**src/include/ipbi_map.svh**
```systemverilog
`ifndef IPBI_MAP_SVH
`define IPBI_MAP_SVH
`define IPBI_REG_BITS        5
`define IPBI_DATA_BITS       32
`define IPBI_ZERO_REG        5'h00
`define IPBI_LOAD_SLIP       2'h1
`define IPBI_MOVE_SLIP       2'h1
`define IPBI_MUL_USE_HALF    2'h2
`define IPBI_MUL_USE_FULL    2'h3
`define IPBI_MUL_NOUSE_HALF  2'h1
`define IPBI_MUL_NOUSE_FULL  2'h2
`define IPBI_UNBYPASSED_GAP  2'h3
`endif

```
**src/include/ipbi_pkg.sv**
```systemverilog
package ipbi_pkg;
  typedef logic [4:0]  ipbi_reg_t;
  typedef logic [31:0] ipbi_word_t;
  typedef enum logic [1:0] {
    IPBI_SEL_FILE = 2'h0,
    IPBI_SEL_M    = 2'h1,
    IPBI_SEL_A    = 2'h2
  } ipbi_sel_t;
  typedef enum logic [2:0] {
    IPBI_FETCH_RUN  = 3'b001,
    IPBI_FETCH_MISS = 3'b010,
    IPBI_FETCH_FILL = 3'b100
  } ipbi_fetch_t;
endpackage
```
**src/hw/ipbi_pipe_ctrl.sv**
```systemverilog
// How it works
// RULE1: both source operands are read from the register file early in E.
// RULE2: ALU result ready in M, written in W; forwarding hides the gap.
// RULE3: each ALU operand has a mux fed by M-to-E and A-to-E paths.
// RULE4: no W-to-E path; register file returns write data on same-cycle reads.
// RULE5: two operands from A and M producers are forwarded at once.
// RULE6: consumer directly after a load slips one cycle in E.
// RULE7: consumer two after a load takes the A-to-E path without slip.
// RULE8: move-from-high/low/system results enter in A; next consumer slips one.
// RULE9: all interlock conditions are checked each cycle for every stage.
// RULE10: data-side conditions slip the late pipeline.
// RULE11: every interlock is a slip, never a full stall.
// RULE12: per-stage advance; a held stage holds every younger stage.
// RULE13: slipped instruction retried each cycle; NOP bubbles fill downstream.
// RULE14: fetch miss advances to E, waits for fill, refill word forwarded.
// RULE15: one issue per clock unless a result is not yet available.
// RULE16: fast multiply delays consumer 2/3, non-consumer 1/2 by width.
// RULE17: when M and A both write the source, the younger M result wins.
// RULE18: destination register zero is never treated as a producer.
`include "ipbi_map.svh"
module ipbi_pipe_ctrl
  import ipbi_pkg::*;
(
  input  wire logic        sys_clk_i,        // core clock
  input  wire logic        reset_i,          // sync reset, high
  input  wire logic        i_valid_i,        // instruction in I
  input  wire logic [4:0]  i_src_a_i,        // I source a
  input  wire logic [4:0]  i_src_b_i,        // I source b
  input  wire logic        i_use_a_i,        // I reads source a
  input  wire logic        i_use_b_i,        // I reads source b
  input  wire logic [4:0]  i_dst_i,          // I destination
  input  wire logic        i_is_load_i,      // I is a load
  input  wire logic        i_is_move_i,      // I is move from high/low/system
  input  wire logic        i_is_mul_i,       // I is three-operand multiply
  input  wire logic        i_mul_full_i,     // multiply full-width operands
  input  wire logic        icache_miss_i,    // fetch missed in I
  input  wire logic        icache_fill_i,    // refill word returning
  input  wire logic [31:0] fill_word_i,      // refill instruction word
  input  wire logic        dside_slip_i,     // any data-side slip cause
  input  wire logic [31:0] m_result_i,       // ALU result in M
  input  wire logic [31:0] a_result_i,       // aligned/moved result in A
  input  wire logic [31:0] rf_rd_a_i,        // register file port a
  input  wire logic [31:0] rf_rd_b_i,        // register file port b
  input  wire logic [31:0] w_data_i,         // W write data
  output logic      [31:0] op_a_o,           // forwarded operand a
  output logic      [31:0] op_b_o,           // forwarded operand b
  output logic      [31:0] e_fill_word_o,    // refill word to E
  output logic             adv_i_o,          // I advances
  output logic             adv_e_o,          // E advances
  output logic             adv_m_o,          // M advances
  output logic             adv_a_o,          // A advances
  output logic             e_bubble_o,       // NOP into M
  output logic             w_we_o,           // register write in W
  output logic      [4:0]  w_dst_o           // W destination
);
  // per-stage tag registers
  logic        e_v_reg, m_v_reg, a_v_reg, w_v_reg;
  logic        e_v_next, m_v_next, a_v_next, w_v_next;
  ipbi_reg_t   e_sa_reg, e_sb_reg, e_d_reg, m_d_reg, a_d_reg, w_d_reg;
  ipbi_reg_t   e_sa_next, e_sb_next, e_d_next, m_d_next, a_d_next, w_d_next;
  logic        e_ua_reg, e_ub_reg, e_ua_next, e_ub_next;
  logic        e_late_reg, m_late_reg, e_late_next, m_late_next;
  logic        e_mul_reg, e_mulf_reg, e_mul_next, e_mulf_next;
  logic [1:0]  mul_cnt_reg, mul_cnt_next;
  ipbi_fetch_t fetch_reg, fetch_next;
  logic [31:0] fill_reg, fill_next;
  logic [31:0] op_a_reg, op_b_reg, op_a_next, op_b_next;
  logic        adv_i_reg, adv_e_reg, adv_m_reg, adv_a_reg, bub_reg;
  logic        adv_i_next, adv_e_next, adv_m_next, adv_a_next, bub_next;

  logic      m_wr, a_wr, w_wr, late_hit, mul_hit, fetch_wait, hold_m, hold_e;
  ipbi_sel_t sel_a, sel_b;
  logic      adv_m, adv_e, adv_i;

  function automatic ipbi_sel_t pick(input ipbi_reg_t src, input logic mw, input logic aw);
    if (mw && src == m_d_reg) begin                                     // RULE17
      pick = IPBI_SEL_M;
    end else if (aw && src == a_d_reg) begin
      pick = IPBI_SEL_A;
    end else begin
      pick = IPBI_SEL_FILE;
    end
  endfunction

  function automatic logic [31:0] rf_read(input ipbi_reg_t src, input logic [31:0] rf);
    if (w_wr && src == w_d_reg) begin                                   // RULE4
      rf_read = w_data_i;
    end else begin
      rf_read = rf;
    end
  endfunction

  // hazard evaluation, every cycle
  always_comb begin
    m_wr = m_v_reg && m_d_reg != `IPBI_ZERO_REG;                        // RULE18
    a_wr = a_v_reg && a_d_reg != `IPBI_ZERO_REG;
    w_wr = w_v_reg;
    late_hit = e_v_reg && m_wr && m_late_reg &&                         // RULE6 RULE8 RULE9
               ((e_ua_reg && e_sa_reg == m_d_reg) || (e_ub_reg && e_sb_reg == m_d_reg));
    mul_hit = e_v_reg && mul_cnt_reg != 2'h0;                           // RULE16
    fetch_wait = fetch_reg != IPBI_FETCH_RUN;                           // RULE14
    hold_m = dside_slip_i;                                              // RULE10
    hold_e = late_hit || mul_hit || fetch_wait;
    adv_m = !hold_m;                                                    // RULE11
    adv_e = adv_m && !hold_e;                                           // RULE12
    adv_i = adv_e;
    sel_a = pick(e_sa_reg, m_wr && !m_late_reg, a_wr);                  // RULE3 RULE5 RULE7
    sel_b = pick(e_sb_reg, m_wr && !m_late_reg, a_wr);
  end

  // operand muxes
  always_comb begin
    unique case (sel_a)
      IPBI_SEL_M: op_a_next = m_result_i;                               // RULE2
      IPBI_SEL_A: op_a_next = a_result_i;
      default:    op_a_next = rf_read(e_sa_reg, rf_rd_a_i);              // RULE1
    endcase
    unique case (sel_b)
      IPBI_SEL_M: op_b_next = m_result_i;
      IPBI_SEL_A: op_b_next = a_result_i;
      default:    op_b_next = rf_read(e_sb_reg, rf_rd_b_i);
    endcase
  end

  // stage advance and bubble insertion
  always_comb begin
    e_v_next = e_v_reg;
    e_sa_next = e_sa_reg;
    e_sb_next = e_sb_reg;
    e_d_next = e_d_reg;
    e_ua_next = e_ua_reg;
    e_ub_next = e_ub_reg;
    e_late_next = e_late_reg;
    e_mul_next = e_mul_reg;
    e_mulf_next = e_mulf_reg;
    m_v_next = m_v_reg;
    m_d_next = m_d_reg;
    m_late_next = m_late_reg;
    if (adv_i) begin                                                    // RULE15
      e_v_next = i_valid_i;
      e_sa_next = i_src_a_i;
      e_sb_next = i_src_b_i;
      e_d_next = i_dst_i;
      e_ua_next = i_use_a_i;
      e_ub_next = i_use_b_i;
      e_late_next = i_is_load_i || i_is_move_i;
      e_mul_next = i_is_mul_i;
      e_mulf_next = i_mul_full_i;
    end
    if (adv_e) begin
      m_v_next = e_v_reg;
      m_d_next = e_d_reg;
      m_late_next = e_late_reg;
    end else if (adv_m) begin
      m_v_next = 1'b0;                                                  // RULE13
    end
    a_v_next = adv_m && m_v_reg;                                        // RULE13
    a_d_next = adv_m ? m_d_reg : a_d_reg;
    w_v_next = a_wr;                                                    // RULE18
    w_d_next = a_d_reg;
  end

  // multiply issue delay, counts down on every cycle that M advances, even while E is held for another cause
  always_comb begin
    mul_cnt_next = mul_cnt_reg;
    if (mul_cnt_reg != 2'h0 && adv_m) begin
      mul_cnt_next = mul_cnt_reg - 2'h1;
    end
    if (adv_e && e_v_reg && e_mul_reg) begin
      if (i_valid_i && e_d_reg != `IPBI_ZERO_REG &&
          ((i_use_a_i && i_src_a_i == e_d_reg) || (i_use_b_i && i_src_b_i == e_d_reg))) begin
        mul_cnt_next = e_mulf_reg ? `IPBI_MUL_USE_FULL : `IPBI_MUL_USE_HALF;
      end else begin
        mul_cnt_next = e_mulf_reg ? `IPBI_MUL_NOUSE_FULL : `IPBI_MUL_NOUSE_HALF;
      end
    end
  end

  // fetch miss: instruction waits in E for the fill
  always_comb begin
    fetch_next = fetch_reg;
    fill_next = fill_reg;
    unique case (fetch_reg)
      IPBI_FETCH_RUN:  if (icache_miss_i && adv_i) fetch_next = IPBI_FETCH_MISS;
      IPBI_FETCH_MISS: if (icache_fill_i) begin
        fetch_next = IPBI_FETCH_FILL;
        fill_next = fill_word_i;                                        // RULE14
      end
      IPBI_FETCH_FILL: fetch_next = IPBI_FETCH_RUN;
      default:         fetch_next = IPBI_FETCH_RUN;
    endcase
    adv_i_next = adv_i;
    adv_e_next = adv_e;
    adv_m_next = adv_m;
    adv_a_next = 1'b1;
    bub_next = adv_m && !adv_e;
  end

  always_ff @(posedge sys_clk_i) begin
    if (reset_i) begin
      e_v_reg <= 1'b0;
      m_v_reg <= 1'b0;
      a_v_reg <= 1'b0;
      w_v_reg <= 1'b0;
      e_sa_reg <= 5'h00;
      e_sb_reg <= 5'h00;
      e_d_reg <= 5'h00;
      m_d_reg <= 5'h00;
      a_d_reg <= 5'h00;
      w_d_reg <= 5'h00;
      e_ua_reg <= 1'b0;
      e_ub_reg <= 1'b0;
      e_late_reg <= 1'b0;
      m_late_reg <= 1'b0;
      e_mul_reg <= 1'b0;
      e_mulf_reg <= 1'b0;
      mul_cnt_reg <= 2'h0;
      fetch_reg <= IPBI_FETCH_RUN;
      fill_reg <= 32'h0000_0000;
      op_a_reg <= 32'h0000_0000;
      op_b_reg <= 32'h0000_0000;
      adv_i_reg <= 1'b0;
      adv_e_reg <= 1'b0;
      adv_m_reg <= 1'b0;
      adv_a_reg <= 1'b0;
      bub_reg <= 1'b0;
    end else begin
      e_v_reg <= e_v_next;
      m_v_reg <= m_v_next;
      a_v_reg <= a_v_next;
      w_v_reg <= w_v_next;
      e_sa_reg <= e_sa_next;
      e_sb_reg <= e_sb_next;
      e_d_reg <= e_d_next;
      m_d_reg <= m_d_next;
      a_d_reg <= a_d_next;
      w_d_reg <= w_d_next;
      e_ua_reg <= e_ua_next;
      e_ub_reg <= e_ub_next;
      e_late_reg <= e_late_next;
      m_late_reg <= m_late_next;
      e_mul_reg <= e_mul_next;
      e_mulf_reg <= e_mulf_next;
      mul_cnt_reg <= mul_cnt_next;
      fetch_reg <= fetch_next;
      fill_reg <= fill_next;
      op_a_reg <= op_a_next;
      op_b_reg <= op_b_next;
      adv_i_reg <= adv_i_next;
      adv_e_reg <= adv_e_next;
      adv_m_reg <= adv_m_next;
      adv_a_reg <= adv_a_next;
      bub_reg <= bub_next;
    end
  end

  assign op_a_o = op_a_reg;
  assign op_b_o = op_b_reg;
  assign e_fill_word_o = fill_reg;
  assign adv_i_o = adv_i_reg;
  assign adv_e_o = adv_e_reg;
  assign adv_m_o = adv_m_reg;
  assign adv_a_o = adv_a_reg;
  assign e_bubble_o = bub_reg;
  assign w_we_o = w_v_reg;
  assign w_dst_o = w_d_reg;

  a_load_slip: assert property (@(posedge sys_clk_i) disable iff (reset_i) // RULE6
    (late_hit && adv_m) |-> !adv_e ##1 !m_v_reg)
    else $error("late result consumer not slipped");
  a_hold_order: assert property (@(posedge sys_clk_i) disable iff (reset_i) // RULE12
    !adv_m |-> !adv_e && !adv_i) else $error("younger stage moved past held stage");
  a_bubble_fill: assert property (@(posedge sys_clk_i) disable iff (reset_i) // RULE13
    (adv_m && !adv_e) |=> !m_v_reg) else $error("no bubble after slip");
  a_no_stall: assert property (@(posedge sys_clk_i) disable iff (reset_i) // RULE11
    !dside_slip_i |-> adv_m) else $error("late pipe stalled without cause");
  a_young_wins: assert property (@(posedge sys_clk_i) disable iff (reset_i) // RULE17
    (m_wr && !m_late_reg && a_wr && m_d_reg == a_d_reg && e_sa_reg == m_d_reg)
    |-> sel_a == IPBI_SEL_M) else $error("older producer selected");
  a_zero_ignored: assert property (@(posedge sys_clk_i) disable iff (reset_i) // RULE18
    (e_sa_reg == `IPBI_ZERO_REG) |-> sel_a == IPBI_SEL_FILE)
    else $error("register zero forwarded");
  a_issue_flow: assert property (@(posedge sys_clk_i) disable iff (reset_i) // RULE15
    (!hold_m && !hold_e) |-> adv_e ##1 adv_e_reg) else $error("issue delayed without cause");
  a_mul_delay: assert property (@(posedge sys_clk_i) disable iff (reset_i) // RULE16
    (mul_cnt_reg != 2'h0 && e_v_reg) |-> !adv_e) else $error("multiply successor issued early");
  a_fill_restart: assert property (@(posedge sys_clk_i) disable iff (reset_i) // RULE14
    (fetch_reg == IPBI_FETCH_MISS && icache_fill_i) |=> fetch_reg == IPBI_FETCH_FILL ##1
    fetch_reg == IPBI_FETCH_RUN) else $error("fill did not restart pipeline");
  a_bubble_down: assert property (@(posedge sys_clk_i) disable iff (reset_i) // RULE13
    !adv_m |=> !a_v_reg) else $error("held stage copied into A");
  a_dual_path: assert property (@(posedge sys_clk_i) disable iff (reset_i) // RULE5
    (m_wr && !m_late_reg && a_wr && e_sb_reg == m_d_reg && e_sa_reg == a_d_reg &&
    e_sa_reg != m_d_reg) |-> sel_a == IPBI_SEL_A && sel_b == IPBI_SEL_M)
    else $error("operands not forwarded from both stages");
  a_late_path: assert property (@(posedge sys_clk_i) disable iff (reset_i) // RULE7
    (a_wr && e_sa_reg == a_d_reg && !(m_wr && e_sa_reg == m_d_reg)) |-> sel_a == IPBI_SEL_A)
    else $error("older result not taken from A");
  a_move_slip: assert property (@(posedge sys_clk_i) disable iff (reset_i) // RULE8
    (e_v_reg && e_ua_reg && m_wr && m_late_reg && e_sa_reg == m_d_reg) |->
    !adv_e && sel_a != IPBI_SEL_M) else $error("late result used from M");
  a_w_bypass: assert property (@(posedge sys_clk_i) disable iff (reset_i) // RULE4
    (sel_a == IPBI_SEL_FILE && w_wr && e_sa_reg == w_d_reg) |-> op_a_next == w_data_i)
    else $error("write data not bypassed to read");
endmodule

```
**config.mk**
```make
export PLATFORM = sky130hd
export DESIGN_NAME = ipbi_pipe_ctrl
export DESIGN_NICKNAME = d
export VERILOG_FILES = /design/src/include/ipbi_pkg.sv /design/src/hw/ipbi_pipe_ctrl.sv
export VERILOG_INCLUDE_DIRS = /design/src /design/src/include
export SDC_FILE = /design/constraint.sdc
export NUM_CORES = 1
export LEC_CHECK = 0
export BUFFER_PORTS_ARGS = -buffer_cell sky130_fd_sc_hd__clkbuf_2
export CORE_ASPECT_RATIO = 0.6
export CORE_MARGIN = 2
export CORE_UTILIZATION = 35
export CTS_CLUSTER_DIAMETER = 100
export DETAILED_ROUTE_END_ITERATION = 6
export PLACE_DENSITY = 0.64
export REMOVE_ABC_BUFFERS = 1
export SLEW_MARGIN = 0
export SYNTH_ARGS = -nofsm -noshare
export SYNTH_HDL_FRONTEND = slang
export SYNTH_SLANG_ARGS = --single-unit
```
**constraint.sdc**
```tcl
create_clock -name sys_clk_i -period 1.9 [get_ports sys_clk_i]
set_input_delay 0.19 -clock sys_clk_i [delete_from_list [all_inputs] [get_ports sys_clk_i]]
set_output_delay 0.19 -clock sys_clk_i [all_outputs]
set_load 0.05 [all_outputs]
```
[Word-level counts from Yosys, hierarchy flattened]
Cells that the tools add are included.
Storage, ports and cells
  bits in registers: 145
  input port bits: 219
  output and inout port bits: 107
  logic and storage cells: 105
Cells by class
  $add $sub $neg: 1
  equal/unequal tests: 18
  mux-type cells: 19
  reduce and logical (&&, ||, !) cells: 42
Operators by type and width (count)
  case mux 32 bit (2 select lines): 2
  two-way mux 32 bit: 2
  equality test 5 bit: 8
  logical AND 1 bit: 26
  two-way mux 2 bit: 8
  nonzero test 5 bit: 3
  two-way mux 3 bit: 2
  case mux 3 bit (2 select lines): 1
  logical OR 1 bit: 5
  equality test 2 x 1 -> 1 bit (second input constant): 2
  equality test 2 bit (second input constant): 2
  logical NOT 1 bit: 4
  two-way mux 1 bit: 4
  inequality test 2 bit (second input constant): 2
  AND reduction 2 bit: 2
  nonzero test 2 bit: 2
  equality test 3 x 1 -> 1 bit (second input constant): 1
  equality test 3 x 2 -> 1 bit (second input constant): 1
  inequality test 3 x 1 -> 1 bit (second input constant): 1
  inequality test 2 x 1 -> 1 bit (second input constant): 1
  subtractor 2 x 1 -> 2 bit (second input constant): 1

[Depth between registers and ports, before layout]
  depth in word-level cells: 12
  depth in mapped cells: 8
  gate-level depth less buffers: 8

[Worst setup path after synthesis]
Ideal clock, no wire load.
  path kind: reg2reg
  start point: register w_d_reg[3], in the netlist w_dst_o[3]
  end point: register op_a_reg[7], in the netlist op_a_o[7]
  library setup time: 71 ps
  arrival: 1969 ps
  data required time: 1829 ps
  slack: -140 ps
  cell stages (with the launch flop): 8
  path buffers: 1
  clock period less this slack: 2040 ps
  path through: dfxtp_1 xnor2_1 nand4_1 nor2_1 clkbuf_1 nand2_1 a311o_1 a21oi_1
On the way
  cells in the longest elaborated chain, start to end: 4
RTL lines
  start, declared: line ipbi_pipe_ctrl.sv:59  | ipbi_reg_t e_sa_reg, e_sb_reg, e_d_reg, m_d_reg, a_d_reg, w_d_reg;
  start signal, assigned: line ipbi_pipe_ctrl.sv:237  | w_d_reg <= w_d_next;
  equality test 5 bit: line ipbi_pipe_ctrl.sv:86  | if (w_wr && src == w_d_reg) begin
  logical AND 1 bit: line ipbi_pipe_ctrl.sv:86
  two-way mux 32 bit: line ipbi_pipe_ctrl.sv:86
  case mux 32 bit (2 select lines): line ipbi_pipe_ctrl.sv:113  | unique case (sel_a)
  end signal, assigned: line ipbi_pipe_ctrl.sv:247  | op_a_reg <= op_a_next;
  end, declared: line ipbi_pipe_ctrl.sv:67  | logic [31:0] op_a_reg, op_b_reg, op_a_next, op_b_next;
No other way between the ends.
A chain may end at the register's enable or synchronous reset.

[Worst setup path after layout]
  start point: register a_d_reg[0]
  end point: register op_a_reg[4], in the netlist op_a_o[4]
On the way
  cells in the longest elaborated chain, start to end: 7
  elaborated cells between the ends (all ways): 9
  those cells by class: eq/ne: 3; mux: 3; reduce/logical: 3
RTL lines
  start, declared: line ipbi_pipe_ctrl.sv:59
  start signal, assigned: line ipbi_pipe_ctrl.sv:236  | a_d_reg <= a_d_next;
  nonzero test 5 bit (no line)
  logical AND 1 bit (no line)
  logical AND 1 bit (*): line ipbi_pipe_ctrl.sv:78  | end else if (aw && src == a_d_reg) begin
  two-way mux 2 bit (*): line ipbi_pipe_ctrl.sv:78
  two-way mux 2 bit (*): line ipbi_pipe_ctrl.sv:76  | if (mw && src == m_d_reg) begin
  equality test 2 bit or equality test 2 x 1 -> 1 bit (tied branches): line ipbi_pipe_ctrl.sv:113
  case mux 32 bit (2 select lines) (*): line ipbi_pipe_ctrl.sv:113
Every way passes the cells marked *; elsewhere a longest branch is shown, timed or not.

==> summary.txt <==
R2R depth -> 9
die span in x -> 185.7 um
Logic pwr share -> 19.5%
Slowest cell on crit path -> or4_4
area of the multi-input gates -> 0.004108 mm^2
Commonest cells post-synth -> nand2_1 (278), dfxtp_1 (145), a21oi_1 (107)
first-pass GRT wire length -> 43,380 um
PortBufs -> 325
Crit path depth -> 9
PwrDens -> 698.1 mW/mm^2
Clock Sinks -> 145
top post-synthesis cells by area -> dfxtp_1 (42%), nand2_1 (15%), a311o_1 (9.2%), a21oi_1 (7.7%), nor2_1 (4.5%)
Worst-Skew Late Latency -> 0.44 ns
Leak Pwr -> 5.248 nW
slew at the pin with the worst max-slew slack -> 0.6340 ns
ys async rst share -> 0%
Critical Path Start Type -> flip-flop
core area -> 0.01923 mm^2
WHS -> 0.003091 ns
Switching Share -> 29.87%
pre-CTS setup slack -> -0.2186 ns
All-Layer GR Usage -> 26.73%
Peak Freq -> 471.2 MHz
register area share after synthesis -> 41.86%
Cells after Synth -> 903
Slew HR -> 57.73%
FF/Latch Area -> 0.002939 mm^2
Die H -> 113.0 um
Clk network pwr share -> 40.5%
fin crit share -> 111.7%
DPL Wire Length -> 19,440 um
CP peak stage delay -> 0.56 ns
Final min period -> 2.122 ns
Layout area overhead -> 68.42%
Post-synth EDFFs -> 0
final setup violating endpoints -> 83
Die ar. -> 0.02099 mm^2
Fillers -> 1,741
CP required -> 2.27 ns
Nets -> 1,573
Buf/Inv on CP -> 3
Sw Pwr -> 0.002435 W
initial drt markers -> 670
FP Rows -> 39
DRC -> 0
hold crit path type -> in2reg
CTS H-Tree Depth -> 4
clock root buffer -> clkbuf_16
largest net degree at the start of global routing -> 71
total number of vias -> 8,608
YS warnings -> 0
most frequent cell after synthesis -> nand2_1
CTS clock-pin slew for the worst setup and hold paths -> 0.07 ns
sequential power share -> 40.0%
maximum VDD drop -> 629.8 uV
CP Class -> reg2reg
Fin Clk Skew -> 0.009864 ns
Main synth FF type -> dfxtp_1
starting density of the core -> 36.07%
drt wl/cell -> 18.92 um
final setup margin -> -0.2222 ns
CTS tree -> built
critical path's most frequent cell -> buf_12
Fin. Hold Viols -> 0
top cell family by delay on the critical path -> simple AND/OR/NAND/NOR gates
CTS Buf Count -> 17
Critical Path AT -> 2.49 ns
Via density -> 5.275
Post-Syn Area -> 0.006934 mm^2
layout cells sized above 1 -> 43.00%
Overflow after GRT -> 0
Yosys reg bits -> 145
number of top-level pins -> 326
area leader, netlist -> dfxtp_1
maximum fanout along the worst path -> 5
Avg Cell Area, Syn -> 7.679 um^2
status -> finished with violations
vias in the first global route -> 8,160
RSZ-0062 raised after global routing -> true
max cap viols -> 0
Int Pwr -> 0.005718 W
failing checks -> negative setup slack
Slew Limit Fails -> 0
Core Util, Final -> 60.74%
CP Cell Sequence -> or4_4, nor2_4, or4_4, buf_12, buf_12, buf_12, nor2_4, a311o_1, a21oi_2
number of distinct library cells after synthesis -> 37
top cell type's share of synthesized area -> 41.86%
RePlAce Congestion -> 0.8788
final WL -> 30,880 um
Power, Total -> 0.008153 W
CP Capture Type -> flip-flop
maximum clock insertion buffer count -> 2
1st-pass router iterations -> 5
post-route ant nets -> 0
WHS Path Cells -> 3
antenna violations before repair -> 1
cell usage in the layout, fill, tap and decap left out, drive strengths merged, types with 3 or more instances in the layout:
cell	synthesis	final
a21oi	107	107
a311o	64	64
a31o	10	10
and3	3	4
buf	22	104
clkbuf	53	352
clkinv	0	5
dfxtp	145	145
dlygate4sd3	0	64
inv	5	11
mux2i	11	11
nand2	278	278
nand3	6	6
nand4	15	15
nor2	83	83
nor2b	6	6
nor3	8	8
nor3b	3	3
nor4	3	3
nor4b	5	5
o21ai	15	15
or4	5	5
xnor2	19	19
xor2	22	22
worst min-delay path: stages:
cell,delay (ns)
clkbuf_2,0.10
nand2_1,0.05
a21oi_1,0.05
final cells by class:
cell class	count	area share [%]
tap	266	2.850
clock inverter	14	1.082
sequential	145	25.17
inverter	5	0.1607
antenna	1	0.02143
multi-input combinational	679	35.17
timing repair buffer	504	31.79
clock buffer	18	3.760
cells by family (layout without fill, tap and decap cells):
kind of cell               Yosys count  in the layout  synth area share (%)
and+or+nand+nor                    419            420                 24.85
adders and majority gates            2              2                0.3608
muxes                               11             11                 1.588
AOI/OAI and AO/OA                  205            205                 20.41
other                                0              1                     0
xor gates and xnor gates            41             41                 5.179
DFF                                145            145                 41.86
buffers and inverters               80            541                 5.756
through the flow:
stage               instance area, um^2  setup TNS, ns  cells
floorplan                          6554         -62.88    828
global placement                   9249         -8.767   1488
detailed placement                 9249         -11.14   1488
CTS                               10950         -4.547   1606
global route                      11680         -16.14   1632
finish                            11680         -11.30   1632
power by group through the flow:
stage / Combinational [W] / Sequential (W) / Clock, W
floorplan: 0.000373 / 0.00361 / 0
global placement: 0.00125 / 0.00332 / 0
detailed placement: 0.00126 / 0.00332 / 0
CTS: 0.00144 / 0.00326 / 0.00335
global route: 0.00169 / 0.00327 / 0.00349
finish: 0.00159 / 0.00326 / 0.00331
final timing paths:
kind	from	endpoint	slack [ns]
setup / recovery	a_d_reg[0]	op_a_o[4]	-0.22
hold / removal	fill_word_i[21]	e_fill_word_o[21]	0.003
setup reg to reg	a_d_reg[0]	op_a_o[4]	-0.22
hold reg to reg	e_fill_word_o[21]	e_fill_word_o[21]	0.46
per-layer routing:
layer | global-route usage (%) | part of all wire, % | up-vias | wire, um
li1 | - | - | 4010 | -
met1 | 34.08 | 42 | 4045 | 13040
met2 | 42.63 | 45 | 484 | 13920
met3 | 7.596 | 9.5 | 69 | 2929
met4 | 10.92 | 3.2 | 0 | 987
met5 | 0 | 0 | - | 0
timing repair:
action                                  4_1_cts  5_1_grt
pin swaps                                    15       89
cloned                                        6       12
hold buffers                                 63        1
endpoints found under the setup margin       97       99
endpoints found under the hold margin        86        1
resized for setup                            55       99
setup buffers                                17       17
No activity file was read; power rests on OpenSTA's default activity.
